## config.mk

```make
export PLATFORM = sky130hd
export DESIGN_NAME = adccc_core
export DESIGN_NICKNAME = d
export VERILOG_FILES = /design/src/adccc_pkg.sv /design/src/adccc_core.sv /design/src/adccc_div.sv
export SDC_FILE = /design/constraint.sdc
export NUM_CORES = 1
export LEC_CHECK = 0
export ABC_AREA = 1
export BUFFER_PORTS_ARGS = -buffer_cell sky130_fd_sc_hd__buf_4
export CORE_MARGIN = 3
export CORE_UTILIZATION = 68
export DETAILED_ROUTE_END_ITERATION = 6
export PLACE_DENSITY = 0.95
export SYNTH_ARGS = -nofsm -noshare
export SYNTH_HDL_FRONTEND = slang
export SYNTH_SLANG_ARGS = --single-unit
```

## constraint.sdc

```tcl
create_clock -name i_mclk -period 34.3 [get_ports i_mclk]
set_clock_uncertainty 0.2 [all_clocks]
set_input_delay 1.715 -clock i_mclk [delete_from_list [all_inputs] [get_ports i_mclk]]
set_output_delay 1.715 -clock i_mclk [all_outputs]
set_load 0.01 [all_outputs]
```

## src/adccc_pkg.sv

```systemverilog
// Purpose: shared constants and types of the aux_adc calibration correction block
// Assumes: 12-bit raw codes, trim bytes held static by the one-time-programmable store
// Notes: register offsets are byte addresses on a 32-bit classic Wishbone bus
`default_nettype none
package adccc_pkg;
   // code range
   localparam int unsigned CODE_W = 12;
   localparam logic [11:0] CODE_MAX = 12'hFFF;
   localparam int unsigned CHAN_W = 5;
   localparam int unsigned TRIM_N = 22;
   // fixed reference codes
   localparam logic [12:0] REF_LO_COMMON = 13'h05A1;
   localparam logic [12:0] REF_HI_COMMON = 13'h0CCC;
   localparam logic [12:0] REF_LO_VBUS = 13'h0096;
   localparam logic [12:0] REF_HI_VBUS = 13'h02EF;
   // channel numbers with their own formulas
   localparam logic [4:0] CH_BACKUP = 5'h08;
   localparam logic [4:0] CH_CHARGER = 5'h09;
   localparam logic [4:0] CH_VBUS = 5'h0A;
   localparam logic [4:0] CH_SYS = 5'h07;
   localparam logic [4:0] CH_BAT = 5'h12;
   localparam logic [4:0] CH_CHG_CUR = 5'h11;
   // charge current gain trim scale
   localparam logic [12:0] CUR_GAIN_DEN = 13'h0200;
   // divider sizing
   localparam int unsigned NUM_W = 28;
   localparam int unsigned DEN_W = 13;
   // register map
   localparam logic [7:0] REG_REQ = 8'h00;
   localparam logic [7:0] REG_RES = 8'h04;
   localparam logic [7:0] REG_STAT = 8'h08;
   localparam int unsigned REQ_RAW_LSB = 0;
   localparam int unsigned REQ_CH_LSB = 16;
   localparam int unsigned RES_CODE_LSB = 0;
   localparam int unsigned RES_CH_LSB = 16;
   localparam int unsigned STAT_BUSY = 0;
   localparam int unsigned STAT_DONE = 1;
   localparam int unsigned STAT_SAT = 2;
   localparam int unsigned STAT_ERR = 3;
   localparam logic [31:0] RESET_WORD = 32'h0000_0000;

   typedef struct packed {
      logic [4:0] chan;
      logic [11:0] raw;
   } adccc_req_t;

   // element n is adc_cal_trim_n
   typedef logic [TRIM_N-1:0][7:0] adccc_trim_t;

   typedef enum logic [1:0] {
      ST_IDLE = 2'b00,
      ST_CALC = 2'b01,
      ST_DIV = 2'b10,
      ST_FIN = 2'b11
   } adccc_state_t;
endpackage : adccc_pkg
`default_nettype wire

```

## src/adccc_core.sv

```systemverilog
// Purpose: per-channel two-point correction of raw aux_adc codes
// Assumes: trim bytes are static while a correction runs; one request at a time
// Notes: gain and offset are folded into one rational expression so a single
//        division gives the corrected code with round-to-nearest
`default_nettype none
module adccc_core (
   input wire logic i_mclk, // system clock, 10 MHz
   input wire logic i_arst_n, // async reset, active low
   input wire logic i_wb_cyc, // wishbone cycle
   input wire logic i_wb_stb, // wishbone strobe
   input wire logic i_wb_we, // wishbone write enable
   input wire logic [7:0] i_wb_adr, // wishbone byte address
   input wire logic [31:0] i_wb_dat, // wishbone write data
   input wire logic [3:0] i_wb_sel, // wishbone byte selects
   output logic [31:0] o_wb_dat, // wishbone read data
   output logic o_wb_ack, // wishbone acknowledge
   input wire adccc_pkg::adccc_trim_t i_trim, // adc_cal_trim_n bytes
   input wire logic i_seq_valid, // sequencer request strobe
   input wire adccc_pkg::adccc_req_t i_seq_req, // sequencer raw code and channel
   output logic o_seq_ready, // engine idle, request taken
   output logic o_res_valid, // corrected code ready, pulse
   output adccc_pkg::adccc_req_t o_res // corrected code and channel
);
   adccc_pkg::adccc_state_t state_r;
   adccc_pkg::adccc_req_t req_r;
   logic ack_r;
   logic done_r;
   logic sat_r;
   logic err_r;
   logic bus_req;
   logic bus_wr;
   logic bus_start;
   logic take_seq;
   logic take_any;
   logic div_busy;
   logic div_done;
   logic [adccc_pkg::NUM_W-1:0] div_quot;
   logic signed [10:0] dev1;
   logic signed [10:0] dev2;
   logic signed [10:0] gain17;
   logic [12:0] ref_lo;
   logic [12:0] ref_hi;
   logic use_cur;
   logic use_raw;
   logic signed [27:0] raw_s;
   logic signed [27:0] num_s;
   logic signed [27:0] den_s;
   logic signed [27:0] num_rnd;
   logic den_bad;
   logic num_neg;
   logic [11:0] code_nxt;
   logic sat_nxt;

   // signed datapath below is hand-sized for these widths
   if (adccc_pkg::NUM_W != 28 || adccc_pkg::DEN_W != 13 || adccc_pkg::CODE_W != 12) begin : g_width_check
      $error("adccc_core: package widths do not match the datapath");
   end

   // sign-magnitude decode, sign bit set means negative
   function automatic logic signed [10:0] sm_dev(input logic [8:0] mag, input logic neg);
      logic signed [10:0] v;
      v = signed'({2'b00, mag});
      return neg ? -v : v;
   endfunction

   function automatic logic signed [27:0] sx28(input logic signed [10:0] v);
      return {{17{v[10]}}, v};
   endfunction

   assign bus_req = i_wb_cyc && i_wb_stb && !ack_r;
   assign bus_wr = bus_req && i_wb_we;
   assign o_seq_ready = (state_r == adccc_pkg::ST_IDLE);
   assign take_seq = o_seq_ready && i_seq_valid;
   // full-word write only; a partial write could start on a torn code
   assign bus_start = bus_wr && (i_wb_adr[7:2] == adccc_pkg::REG_REQ[7:2]) && (i_wb_sel == 4'hF)
                      && o_seq_ready && !i_seq_valid;
   assign take_any = take_seq || bus_start;

   always_ff @(posedge i_mclk or negedge i_arst_n) begin
      if (!i_arst_n) begin
         ack_r <= 1'b0;
      end else begin
         ack_r <= bus_req;
      end
   end
   assign o_wb_ack = ack_r;

   // read data registered with the ack; unmapped offsets read zero
   always_ff @(posedge i_mclk or negedge i_arst_n) begin
      if (!i_arst_n) begin
         o_wb_dat <= adccc_pkg::RESET_WORD;
      end else if (bus_req && !i_wb_we) begin
         o_wb_dat <= adccc_pkg::RESET_WORD;
         case (i_wb_adr[7:2])
            adccc_pkg::REG_REQ[7:2]: begin
               o_wb_dat[adccc_pkg::REQ_RAW_LSB +: 12] <= req_r.raw;
               o_wb_dat[adccc_pkg::REQ_CH_LSB +: 5] <= req_r.chan;
            end
            adccc_pkg::REG_RES[7:2]: begin
               o_wb_dat[adccc_pkg::RES_CODE_LSB +: 12] <= o_res.raw;
               o_wb_dat[adccc_pkg::RES_CH_LSB +: 5] <= o_res.chan;
            end
            adccc_pkg::REG_STAT[7:2]: begin
               o_wb_dat[adccc_pkg::STAT_BUSY] <= !o_seq_ready;
               o_wb_dat[adccc_pkg::STAT_DONE] <= done_r;
               o_wb_dat[adccc_pkg::STAT_SAT] <= sat_r;
               o_wb_dat[adccc_pkg::STAT_ERR] <= err_r;
            end
            default: begin
               o_wb_dat <= adccc_pkg::RESET_WORD;
            end
         endcase
      end
   end

   // request capture; sequencer wins over a same-cycle bus start
   always_ff @(posedge i_mclk or negedge i_arst_n) begin
      if (!i_arst_n) begin
         req_r <= '0;
      end else if (take_seq) begin
         req_r <= i_seq_req;
      end else if (bus_start) begin
         req_r.raw <= i_wb_dat[adccc_pkg::REQ_RAW_LSB +: 12];
         req_r.chan <= i_wb_dat[adccc_pkg::REQ_CH_LSB +: 5];
      end
   end

   // per-channel deviations from trim bytes
   always_comb begin
      ref_lo = adccc_pkg::REF_LO_COMMON;
      ref_hi = adccc_pkg::REF_HI_COMMON;
      use_cur = 1'b0;
      use_raw = 1'b0;
      dev1 = sm_dev({2'b00, i_trim[3][4:0], i_trim[1][2:1]}, i_trim[1][0]);
      dev2 = sm_dev({1'b0, i_trim[4][5:0], i_trim[2][2:1]}, i_trim[2][0]);
      gain17 = sm_dev({4'h0, i_trim[21][4:0]}, i_trim[21][5]);
      case (req_r.chan)
         5'h00, 5'h01, 5'h02, 5'h03, 5'h04, 5'h05, 5'h06, 5'h0B, 5'h0C, 5'h0D, 5'h0E: begin
            use_raw = 1'b0;
         end
         adccc_pkg::CH_BACKUP: begin
            dev1 = dev1 + sm_dev({3'b000, i_trim[8][4:3], i_trim[7][4:1]}, i_trim[7][0]);
            dev2 = dev2 + sm_dev({2'b00, i_trim[10][4:0], i_trim[8][2:1]}, i_trim[8][0]);
         end
         adccc_pkg::CH_CHARGER: begin
            dev1 = dev1 + sm_dev({3'b000, i_trim[14][4:3], i_trim[12][4:1]}, i_trim[12][0]);
            dev2 = dev2 + sm_dev({2'b00, i_trim[16][4:0], i_trim[14][2:1]}, i_trim[14][0]);
         end
         adccc_pkg::CH_VBUS: begin
            ref_lo = adccc_pkg::REF_LO_VBUS;
            ref_hi = adccc_pkg::REF_HI_VBUS;
            dev1 = sm_dev({2'b00, i_trim[11][3:0], i_trim[9][3:1]}, i_trim[9][0]);
            dev2 = sm_dev({2'b00, i_trim[15][3:0], i_trim[13][3:1]}, i_trim[13][0]);
         end
         adccc_pkg::CH_SYS, adccc_pkg::CH_BAT: begin
            dev1 = dev1 + sm_dev({3'b000, i_trim[5][6:1]}, i_trim[5][0]);
            dev2 = dev2 + sm_dev({2'b00, i_trim[6][7:1]}, i_trim[6][0]);
         end
         adccc_pkg::CH_CHG_CUR: begin
            use_cur = 1'b1;
         end
         default: begin
            // test channels carry no calibration
            use_raw = 1'b1;
         end
      endcase
   end

   // fraction for the divider
   always_comb begin
      raw_s = signed'({16'h0000, req_r.raw});
      if (use_cur) begin
         // code part of charge current; volts and resistor scaling left to software
         num_s = (raw_s - signed'({20'h00000, i_trim[20]})) * (signed'({15'h0000, adccc_pkg::CUR_GAIN_DEN})
                 + sx28(gain17));
         den_s = signed'({15'h0000, adccc_pkg::CUR_GAIN_DEN});
      end else if (use_raw) begin
         num_s = raw_s;
         den_s = 28'sh0000001;
      end else begin
         // (a-b)/k, k=1+dD/dX, b=dev1-(k-1)*ref_lo, scaled by dX
         num_s = (raw_s - sx28(dev1)) * signed'({15'h0000, ref_hi - ref_lo})
                 + (sx28(dev2) - sx28(dev1)) * signed'({15'h0000, ref_lo});
         den_s = signed'({15'h0000, ref_hi - ref_lo}) + sx28(dev2) - sx28(dev1);
      end
      // round to nearest keeps error under half a code
      num_rnd = num_s + (den_s >>> 1);
      den_bad = (den_s < 28'sh0000001) || (den_s > 28'sh0000FFF);
      num_neg = num_rnd[27];
   end

   adccc_div #(
      .NUM_W(adccc_pkg::NUM_W),
      .DEN_W(adccc_pkg::DEN_W)
   ) u_div (
      .i_mclk(i_mclk),
      .i_arst_n(i_arst_n),
      .i_start((state_r == adccc_pkg::ST_CALC) && !den_bad && !num_neg),
      .i_num(num_rnd),
      .i_den(den_s[adccc_pkg::DEN_W-1:0]),
      .o_busy(div_busy),
      .o_done(div_done),
      .o_quot(div_quot)
   );

   always_comb begin
      sat_nxt = 1'b0;
      code_nxt = div_quot[11:0];
      if (div_quot > {16'h0000, adccc_pkg::CODE_MAX}) begin
         code_nxt = adccc_pkg::CODE_MAX;
         sat_nxt = 1'b1;
      end
   end

   // sequencing: idle, load divider, wait, publish
   always_ff @(posedge i_mclk or negedge i_arst_n) begin
      if (!i_arst_n) begin
         state_r <= adccc_pkg::ST_IDLE;
      end else begin
         case (state_r)
            adccc_pkg::ST_IDLE: begin
               if (take_any) begin
                  state_r <= adccc_pkg::ST_CALC;
               end
            end
            adccc_pkg::ST_CALC: begin
               state_r <= (den_bad || num_neg) ? adccc_pkg::ST_FIN : adccc_pkg::ST_DIV;
            end
            adccc_pkg::ST_DIV: begin
               if (div_done) begin
                  state_r <= adccc_pkg::ST_FIN;
               end else if (!div_busy) begin
                  // divider idle without a result: leave rather than hang
                  state_r <= adccc_pkg::ST_FIN;
               end
            end
            adccc_pkg::ST_FIN: begin
               state_r <= adccc_pkg::ST_IDLE;
            end
            default: begin
               state_r <= adccc_pkg::ST_IDLE;
            end
         endcase
      end
   end

   // result register; a negative result clamps to zero
   always_ff @(posedge i_mclk or negedge i_arst_n) begin
      if (!i_arst_n) begin
         o_res <= '0;
         o_res_valid <= 1'b0;
         sat_r <= 1'b0;
         err_r <= 1'b0;
      end else begin
         o_res_valid <= 1'b0;
         if (state_r == adccc_pkg::ST_CALC && den_bad) begin
            // unusable trim: pass the raw code through and flag it
            o_res <= req_r;
            sat_r <= 1'b0;
            err_r <= 1'b1;
         end else if (state_r == adccc_pkg::ST_CALC && num_neg) begin
            o_res.raw <= 12'h000;
            o_res.chan <= req_r.chan;
            sat_r <= 1'b1;
            err_r <= 1'b0;
         end else if (state_r == adccc_pkg::ST_DIV && div_done) begin
            o_res.raw <= code_nxt;
            o_res.chan <= req_r.chan;
            sat_r <= sat_nxt;
            err_r <= 1'b0;
         end else if (state_r == adccc_pkg::ST_DIV && !div_busy) begin
            // lost division: raw code passed through and flagged
            o_res <= req_r;
            sat_r <= 1'b0;
            err_r <= 1'b1;
         end
         if (state_r == adccc_pkg::ST_FIN) begin
            o_res_valid <= 1'b1;
         end
      end
   end

   // done flag: write one to clear, a same-cycle completion wins
   always_ff @(posedge i_mclk or negedge i_arst_n) begin
      if (!i_arst_n) begin
         done_r <= 1'b0;
      end else if (state_r == adccc_pkg::ST_FIN) begin
         done_r <= 1'b1;
      end else if (bus_wr && i_wb_adr[7:2] == adccc_pkg::REG_STAT[7:2] && i_wb_sel[0]
                   && i_wb_dat[adccc_pkg::STAT_DONE]) begin
         done_r <= 1'b0;
      end
   end
endmodule // adccc_core
`default_nettype wire

```

## src/adccc_div.sv

```systemverilog
// Purpose: unsigned restoring divider, one quotient bit per clock
// Assumes: denominator is non-zero when i_start is given
// Notes: quotient stands in o_quot from o_done until the next start
`default_nettype none
module adccc_div #(
   parameter int unsigned NUM_W = 28,
   parameter int unsigned DEN_W = 13
) (
   input wire logic i_mclk, // system clock
   input wire logic i_arst_n, // async reset, active low
   input wire logic i_start, // load operands, pulse
   input wire logic [NUM_W-1:0] i_num, // dividend
   input wire logic [DEN_W-1:0] i_den, // divisor
   output logic o_busy, // division running
   output logic o_done, // quotient ready, pulse
   output logic [NUM_W-1:0] o_quot // quotient
);
   localparam int unsigned CNT_W = $clog2(NUM_W + 1);

   // refused at elaboration: the remainder must be narrower than the dividend
   if (NUM_W <= DEN_W || DEN_W < 2) begin : g_width_check
      $error("adccc_div: NUM_W must exceed DEN_W and DEN_W must be at least 2");
   end

   logic [DEN_W:0] rem_r;
   logic [DEN_W:0] rem_sh;
   logic [DEN_W-1:0] den_r;
   logic [CNT_W-1:0] cnt_r;
   logic fits;

   assign rem_sh = {rem_r[DEN_W-1:0], o_quot[NUM_W-1]};
   assign fits = rem_sh >= {1'b0, den_r};

   always_ff @(posedge i_mclk or negedge i_arst_n) begin
      if (!i_arst_n) begin
         rem_r <= '0;
         den_r <= '0;
         cnt_r <= '0;
         o_quot <= '0;
         o_busy <= 1'b0;
         o_done <= 1'b0;
      end else begin
         o_done <= 1'b0;
         if (i_start) begin
            rem_r <= '0;
            den_r <= i_den;
            o_quot <= i_num;
            cnt_r <= CNT_W'(NUM_W);
            o_busy <= 1'b1;
         end else if (o_busy) begin
            rem_r <= fits ? rem_sh - {1'b0, den_r} : rem_sh;
            o_quot <= {o_quot[NUM_W-2:0], fits};
            cnt_r <= cnt_r - CNT_W'(1);
            if (cnt_r == CNT_W'(1)) begin
               o_busy <= 1'b0;
               o_done <= 1'b1;
            end
         end
      end
   end
endmodule // adccc_div
`default_nettype wire

```

**Yosys cells after proc, flatten, opt, wreduce, memory -nomap -nowiden**

Cells that the tools add are included.

- Order comparisons: 4
- Eq/ne operators: 25
- Multiplexer cells: 60
- $add $sub $neg: 28
- Multiply operators: 3
- Reductions and logical operators: 38

Operators with widths:

| kind | count |
|---|---|
| two-way mux 28 bit | 6 |
| two-way mux 11 bit | 12 |
| two-way mux 17 bit | 6 |
| case mux 11 bit (4 select lines) | 2 |
| adder 11 bit | 6 |
| negation 7 -> 11 bit | 6 |
| two-way mux 13 bit | 3 |
| equality test 5 x 4 -> 1 bit (second input constant) | 7 |
| negation 6 -> 11 bit | 3 |
| adder 28 x 24 -> 28 bit | 1 |
| adder 28 x 27 -> 28 bit | 1 |
| > comparator 28 x 12 -> 1 bit (second input constant) | 1 |
| > comparator 28 x 13 -> 1 bit (second input constant) | 1 |
| < comparator 28 x 2 -> 1 bit (second input constant) | 1 |
| multiplier 14 x 14 -> 28 bit | 1 |
| subtractor 13 bit | 2 |
| multiplier 13 x 12 -> 25 bit | 1 |
| multiplier 12 x 12 -> 24 bit | 1 |
| two-way mux 12 bit | 2 |
| equality test 5 x 3 -> 1 bit (second input constant) | 4 |
| two-way mux 1 bit | 20 |
| logical AND 1 bit | 18 |
| OR reduction 17 bit | 1 |
| case mux 8 bit (2 select lines) | 1 |
| other kinds (34) | 51 |

- Logic and storage cells: 175
- Register bits: 119

**Longest topological paths before layout**

Gate-level depths: netlist of the first run.

- Depth in word-level cells: 14
- Gate-level depth with buffers: 84
- Depth with buffers taken out: 82

**Modules after synthesis**

From an unflattened synthesis of the first run, not the netlist that was laid out.

- Cells, all modules: 4037
- Area, all modules: 29064.1 um^2

By module, submodules not included:

| module | cells each | area an instance (um^2) | seq. area each (um^2) | instances |
|---|---|---|---|---|
| adccc_core | 3586 | 25558.3 | 1451.4 | 1 |
| adccc_div | 451 | 3505.9 | 1526.5 | 1 |

**Worst setup path before layout of the first run**

OpenSTA, ideal clock, no wires.

- Path type: input-to-reg
- Start point: input i_trim[114] (netlist bit)
- End point: register u_div.o_quot[1]
- Path buffers: 2
- Stages on the path: 70
- Data arrival time: 12429 ps
- Setup slack: 21546 ps
- Data required time: 33975 ps
- Setup time: 125 ps
- Path through: inv_1 -> ha_1 -> inv_1 -> nor3_1 -> o21ai_0 -> nand2_1 -> o221ai_1 -> o21ai_0 -> inv_1 -> ha_1 -> inv_1 -> nor3_1 -> a21oi_1 -> nor2_1 -> nand3b_1 -> o211ai_1 -> o21a_1 -> ha_1 -> [... 34 more ...] -> inv_1 -> ha_1 -> a21oi_1 -> o21ai_0 -> a21oi_1 -> nand2_1 -> nor2_1 -> nor2_1 -> nor2_1 -> inv_1 -> nand2_1 -> nand2_1 -> nand2_2 -> inv_2 -> buf_6 -> buf_4 -> nand2_1 -> nand3_1

- Cells in the longest elaborated chain, start to end: 14

Ends and longest elaborated chain:

| element | line | text |
|---|---|---|
| start: declaration | adccc_core.sv:17 | `input wire adccc_pkg::adccc_trim_t i_trim,` |
| negation 7 -> 11 bit | adccc_core.sv:63 | `return neg ? -v : v;` |
| two-way mux 11 bit * | adccc_core.sv:63 |  |
| adder 11 bit * | adccc_core.sv:147 | `dev2 = dev2 + sm_dev({2'b00, i_trim[16][4:0], i_trim[14][2:1]}, i_trim[14][0]);` |
| case mux 11 bit (4 select lines) * | adccc_core.sv:137 | `case (req_r.chan)` |
| branches (longest 10 deep; another with adder 28 x 24 -> 28 bit) | - |  |
| end signal: assignment | adccc_div.sv:47 | `o_quot <= i_num;` |
| end signal: assignment | adccc_div.sv:52 | `o_quot <= {o_quot[NUM_W-2:0], fits};` |
| end: declaration | adccc_div.sv:16 | `output logic [NUM_W-1:0] o_quot` |

Mark *: on every way between the ends.
A chain may end at the register's enable or synchronous reset.

**Worst setup path in the final report of the first run**

- Start point: register req_r[15] (netlist bit)
- End point: register u_div.o_quot[1]

- Cells in the longest elaborated chain, start to end: 13

Ends and longest elaborated chain:

| element | line | text |
|---|---|---|
| start: declaration | adccc_core.sv:25 | `adccc_pkg::adccc_req_t req_r;` |
| start signal: assignment | adccc_core.sv:121 | `req_r <= i_seq_req;` |
| branches (longest 13 deep; another with multiplier 14 x 14 -> 28 bit) | - |  |

Several ways; the timed one is not identified.

==> results.yml, run 1 <==
status:
  status: "completed"
clock_network:
  cts_resized: 0
  clockBufferDepth: 2
  cts_setup_buffers: 0
  cts_tree: "done"
  cts_root_buf: "clkbuf_16"
  cts_buffers: 17
  hold_buffers: 0
  clk_latency_ps: 420
  clkTransAtPathRegs_ps: 60
  cts_sinks: 119
  htreeDepth: 4
placement:
  portBuffers: 178
  place_inst: 4741
  gp_congestion: 1.01
  place_hpwl_um: 67200
route:
  drc_errors: 0
  ant_nets: 0
  drtPass1Iterations: 7
  drt-met1-wl_um: 31500
  via_count: 27600
  wl_met2_um: 38300
  wl_per_cell_um: 17.0
  routed.top_layer: "met4"
  drt-total-wl_um: 81200
  routed_via_density: 5.78
  first_iter_violations: 3026
  wl_met3_um: 7870
critical_path:
  startpoint: "req_r[15]"
  reg2reg_to: "u_div.o_quot[1]"
  required_ps: 34390
  worstRegToRegCells: 67
  startpoint_type: "register"
  cp.arrival_ps: 16060
  path_max_fanout: 90
  cp_common_cell: "nand2_1"
  cp_num_buf_inv: 14
  r2r_start: "req_r[15]"
  critical_path_depth: 67
  reg2reg_slack_ps: 18330
  endpoint_kind: "register"
  path_class: "register to register"
  cp_slowest_cell: "ha_1"
  cpPeakStageDelay_ps: 610
  cp_top_family: "adder cells"
logic_synthesis:
  synth-main-ff-cell: "dfrtp_1"
  ys_warn_count: 0
  async_flop_share_pct: 100
  syn_avg_cell_area_um2: 7.10
  synth-seq-cells: 119
  syn_area_um2: 29100
  yosysSeqAreaShare_pct: 10.2
  synth-edff-count: 0
  syn_inst: 4095
  synth_cell_types: 56
timing:
  slew_viol_final: 0
  holdWs_ps: 286
  worstMarginPinSlew_ps: 1250
  fmax_ghz: 0.0626
  rsz0062_at_grt: "false"
  tns_ps: 0
  min_period_ps: 15970
  fin_crit_sh_pct: 46.6
  hold_viol_final: 0
  setup_viol: 0
  maxSlewHeadroom_pct: 16.5
die:
  die_w_um: 213
  die_h_um: 213
  ios: 295
  coreArea_um2: 42100
  fp-row-count: 75
  initial_utilization_pct: 69.0
  die-area_um2: 45300
hold_path:
  hold_depth: 1
  min_from: "o_wb_ack"
  hold_class: "register to register"
  min_to: "o_wb_ack"
grt:
  grt_start_max_net_pins: 91
  grt-ovfl-total: 0
  grt_first_pass_wirelength_um: 132000
  grt_usage_pct: 36.3
  antenna_found_initial: 0
  grt_pass1_vias: 27000
layout:
  diodes: 0
  area_growth_pct: 7.93
  drive_gt1_share_pct: 7.01
  fillers: 3212
  finalNonFillerCells: 4773
  fin_nets: 5157
job:
  drv_cap: 0
[metrics by stage]
| step | area [µm²] | util (%) | setup WS (ps) |
|---|---|---|---|
| floorplan | 29200 | - | 21550 |
| global placement | 30800 | 73.0 | 18680 |
| detailed placement | 30800 | 73.0 | 18480 |
| CTS | 31400 | 74.5 | 18600 |
| global route | 31400 | 74.5 | 17040 |
| finish | 31400 | 74.5 | 18330 |
[how the worst max path moves through the flow]
| stage | slack (ps) | endpoint |
|---|---|---|
| floorplan | 21550 | u_div.o_quot[1] |
| global placement | 18680 | u_div.o_quot[12] |
| detailed placement | 18480 | u_div.den_r[1] |
| CTS | 18600 | u_div.o_quot[1] |
| global route | 17040 | u_div.o_quot[1] |
| finish | 18330 | u_div.o_quot[1] |
[synth_stat cells, drive strengths merged, types with 3 or more instances]
library cell / n / area (µm²)
inv: 936 / 3510
nand2: 911 / 3430
fa: 374 / 7490
ha: 319 / 3990
nor2: 297 / 1160
o21ai: 230 / 1150
a21oi: 210 / 1070
nand3: 210 / 1070
dfrtp: 119 / 2980
clkbuf: 71 / 268
nor3: 52 / 265
xor2: 52 / 455
or2: 42 / 263
buf: 41 / 278
xnor2: 38 / 333
nand4: 35 / 219
a31oi: 33 / 206
a22oi: 16 / 120
o211ai: 14 / 105
a21o: 13 / 97.6
o31ai: 11 / 82.6
nand3b: 10 / 75.1
o21bai: 9 / 67.6
o221ai: 9 / 78.8
o2111ai: 7 / 61.3
a211oi: 5 / 37.5
clkinv: 4 / 15.0
nor4: 4 / 25.0
o22ai: 4 / 25.0
a21boi: 3 / 22.5
o21a: 3 / 22.5
[per-layer routing]
metal  global-route usage, %  up-vias
met2                    61.1     1428
met4                    14.2        0
li1                        -    12900
met1                    47.1    13000
met5                       0        -
met3                    6.33      283
[layout by cell type (no fill, tap or decap), types with 9 or more instances in the layout]
cell / synthesis / routed
nand3_1: 207 / 207
buf_4: 21 / 192
xor2_1: 52 / 52
conb_1: 2 / 29
or2_2: 41 / 41
o31ai_1: 11 / 11
nand4_1: 35 / 35
a31oi_1: 33 / 33
o211ai_1: 14 / 14
nor3_1: 51 / 51
dfrtp_1: 119 / 119
nand3b_1: 10 / 10
fa_1: 374 / 374
nor2_1: 288 / 287
ha_1: 319 / 319
o21ai_0: 222 / 222
a21o_1: 13 / 13
clkbuf_16: 0 / 17
xnor2_1: 38 / 38
a22oi_1: 16 / 16
a21oi_1: 204 / 204
o21bai_1: 9 / 9
o221ai_1: 9 / 9
inv_1: 929 / 929
nand2_1: 908 / 908
[state kept, by name (all words and copies together), names as in the netlist, 2 cells and up]
signal / count
o_res: 17
o_wb_dat: 17
raw_s: 12
req_r: 5
state_r: 2
u_div.cnt_r: 5
u_div.den_r: 13
u_div.o_quot: 28
u_div.rem_r: 13
[worst reg2reg max path: cells and delay by family (launching register included)]
family          cells  cell delay [ps]
simple gates       27             3880
flops               1              480
fa+ha+maj          12             5690
buf+inv            14             3000
compound gates     14             2590
[cell type report]
type                       instances  area, µm²  share of cell area, %
multi-input combinational       2951      22100                   70.6
inverter                         940       3530                   11.2
sequential                       119       2980                   9.49
timing repair buffer             192       1440                   4.59
tap                              539        674                   2.15
clock buffer                      19        443                   1.41
clock inverter                    13        171                  0.546
[logic make-up after synthesis]
logic type	count (synthesis)	synth area share, %
AOI/OAI and AO/OA	573	11.0
DFF	119	10.2
buffers and inverters	1052	14.0
adders and majority gates	693	39.5
and+or+nand+nor	1566	22.5
other	2	0.0258
xor gates and xnor gates	90	2.71
Power of run 1 is not shown: default switching activity piles up to over one toggle a cycle in this logic, so the estimate is an artifact.
==> inputs of run 2 (changes only) <==
CORE_UTILIZATION = 57   (was 68)
PLACE_DENSITY = 0.86   (was 0.95)
clock period = 14 ns   (was 34.3 ns; I/O delays follow)
==> results.yml, run 2 (synthesis gave the netlist of run 1 again) <==
critical_path:
  cp_slowest_cell: "fa_1"
  cp_common_cell: "nand2_1"
  r2r_start: "req_r[13]"
  cp.arrival_ps: 13020
  path_class: "register to register"
  startpoint_type: "register"
  path_max_fanout: 37
  endpoint_kind: "register"
  required_ps: 14100
  reg2reg_to: "u_div.o_quot[26]"
  cpPeakStageDelay_ps: 550
  reg2reg_slack_ps: 1080
  worstRegToRegCells: 68
die:
  die_h_um: 232
  ios: 295
  die_w_um: 232
  fp-row-count: 82
  initial_utilization_pct: 57.8
  die-area_um2: 53800
  coreArea_um2: 50300
route:
  ant_nets: 0
  via_count: 27100
  wl_per_cell_um: 16.2
  drt-total-wl_um: 80200
  drc_errors: 2
  drtPass1Iterations: 7
  routed_via_density: 5.47
  first_iter_violations: 2595
layout:
  drive_gt1_share_pct: 8.29
  top_register: "u_div.o_quot"
  multi_input_area_um2: 22200
  seq_area_um2: 2980
  fillers: 4396
  layout_common_cells: "inv_1, nand2_1, fa_1"
  reg_top3: "u_div.o_quot: 28 flops, o_res: 17 flops, o_wb_dat: 17 flops"
  area_growth_pct: 10.2
  fin_area_um2: 32100
  fin_nets: 5205
  final_common_cell: "inv_1"
  largest_register_ffs: 28
job:
  drv_cap: 0
clock_network:
  cts_root_buf: "clkbuf_16"
  clk_latency_ps: 420
  cts_buffers: 17
  cts_sinks: 119
  cts_tree: "done"
  htreeDepth: 4
  clkTransAtPathRegs_ps: 60
  clockBufferDepth: 2
timing:
  fin_crit_sh_pct: 92.3
  hold_viol_final: 0
  worstMarginPinSlew_ps: 1150
  min_period_ps: 12920
  setup_viol: 0
  maxSlewHeadroom_pct: 23.0
  fmax_ghz: 0.0774
  slew_viol_final: 0
grt:
  grt_start_max_net_pins: 65
  grt_first_pass_wirelength_um: 131000
  grt-ovfl-total: 0
  grt_pass1_vias: 26500
  grt_usage_pct: 30.2
  antenna_found_initial: 1
status:
  status: "complete, but fails checks"
  violations: "design-rule violations"
hold_path:
  hold_class: "input port to async pin"
placement:
  placed_area_um2: 31300
  portBuffers: 178
  place_hpwl_um: 67100
  gp_congestion: 0.970
-- run 2: changes by cell type in the layout (fill, tap and decap cells not counted), moves of 3 or more --
| cell | delta |
|---|---|
| clkinvlp_4 | -3 |
| o21ai_0 | -3 |
| buf_12 | +3 |
| buf_4 | +44 |
| clkinv_2 | +3 |
-- run 2: worst max path at each step --
stage                     slack (ps)          endpoint  cells past startpoint       from
after floorplan                 2060   u_div.o_quot[1]                     70  req_r[14]
after global placement           910  u_div.o_quot[23]                     71  req_r[12]
after detailed placement         690    u_div.cnt_r[0]                     66  req_r[14]
after CTS                        610    u_div.cnt_r[0]                     66  req_r[14]
after global routing             -30  u_div.o_quot[17]                     75  req_r[14]
final                           1080  u_div.o_quot[26]                     68  req_r[13]
-- run 2: worst max-delay path, delay by kind of cell, from the launching register on --
kind | cells | cell delay, ps
flip-flops | 1 | 460
AO/OA/AOI/OAI | 13 | 2320
adder cells (fa/ha/maj) | 13 | 5510
buffers and inverters | 13 | 1020
AND/OR/NAND/NOR | 29 | 3270
-- run 2: repair_timing --
item	4_1_cts	5_1_grt
gates resized for setup	0	16
setup endpoints to repair	0	81
hold buffers	0	0
buffers inserted	0	2
-- run 2: area by class of cell --
type                    instances  area share [%]
diodes                          1         0.00781
clock buffers                  20            1.46
clock inverters                12           0.617
inverters                     940            11.0
multi-input cells            2951            69.2
flip-flops and latches        119            9.30
well taps                     672            2.62
repair buffers                240            5.79
-- run 2: metal layers --
metal  up-vias  global-route usage, %  share of wire, %
li1      13000                      -                 -
met1     12800                   39.9                41
met2      1167                   50.4                47
met3       177                   5.63               9.4
met4         2                   9.22               3.3
met5         -                      0             0.017
-- run 2: metrics by stage --
step                      instances  hold WS, ps  utilization (%)  setup WS, ps  TNS [ps]
after floorplan                4122          204                -          2060         0
after global placement         4919          239             62.3           914         0
after detailed placement       4919          240             62.3           688         0
after CTS                      4951          155             63.6           609         0
after global routing           4954          185             63.8         -32.1      -105
final                          4955          136             63.8          1080         0
Power of run 2 is left out for the same reason.
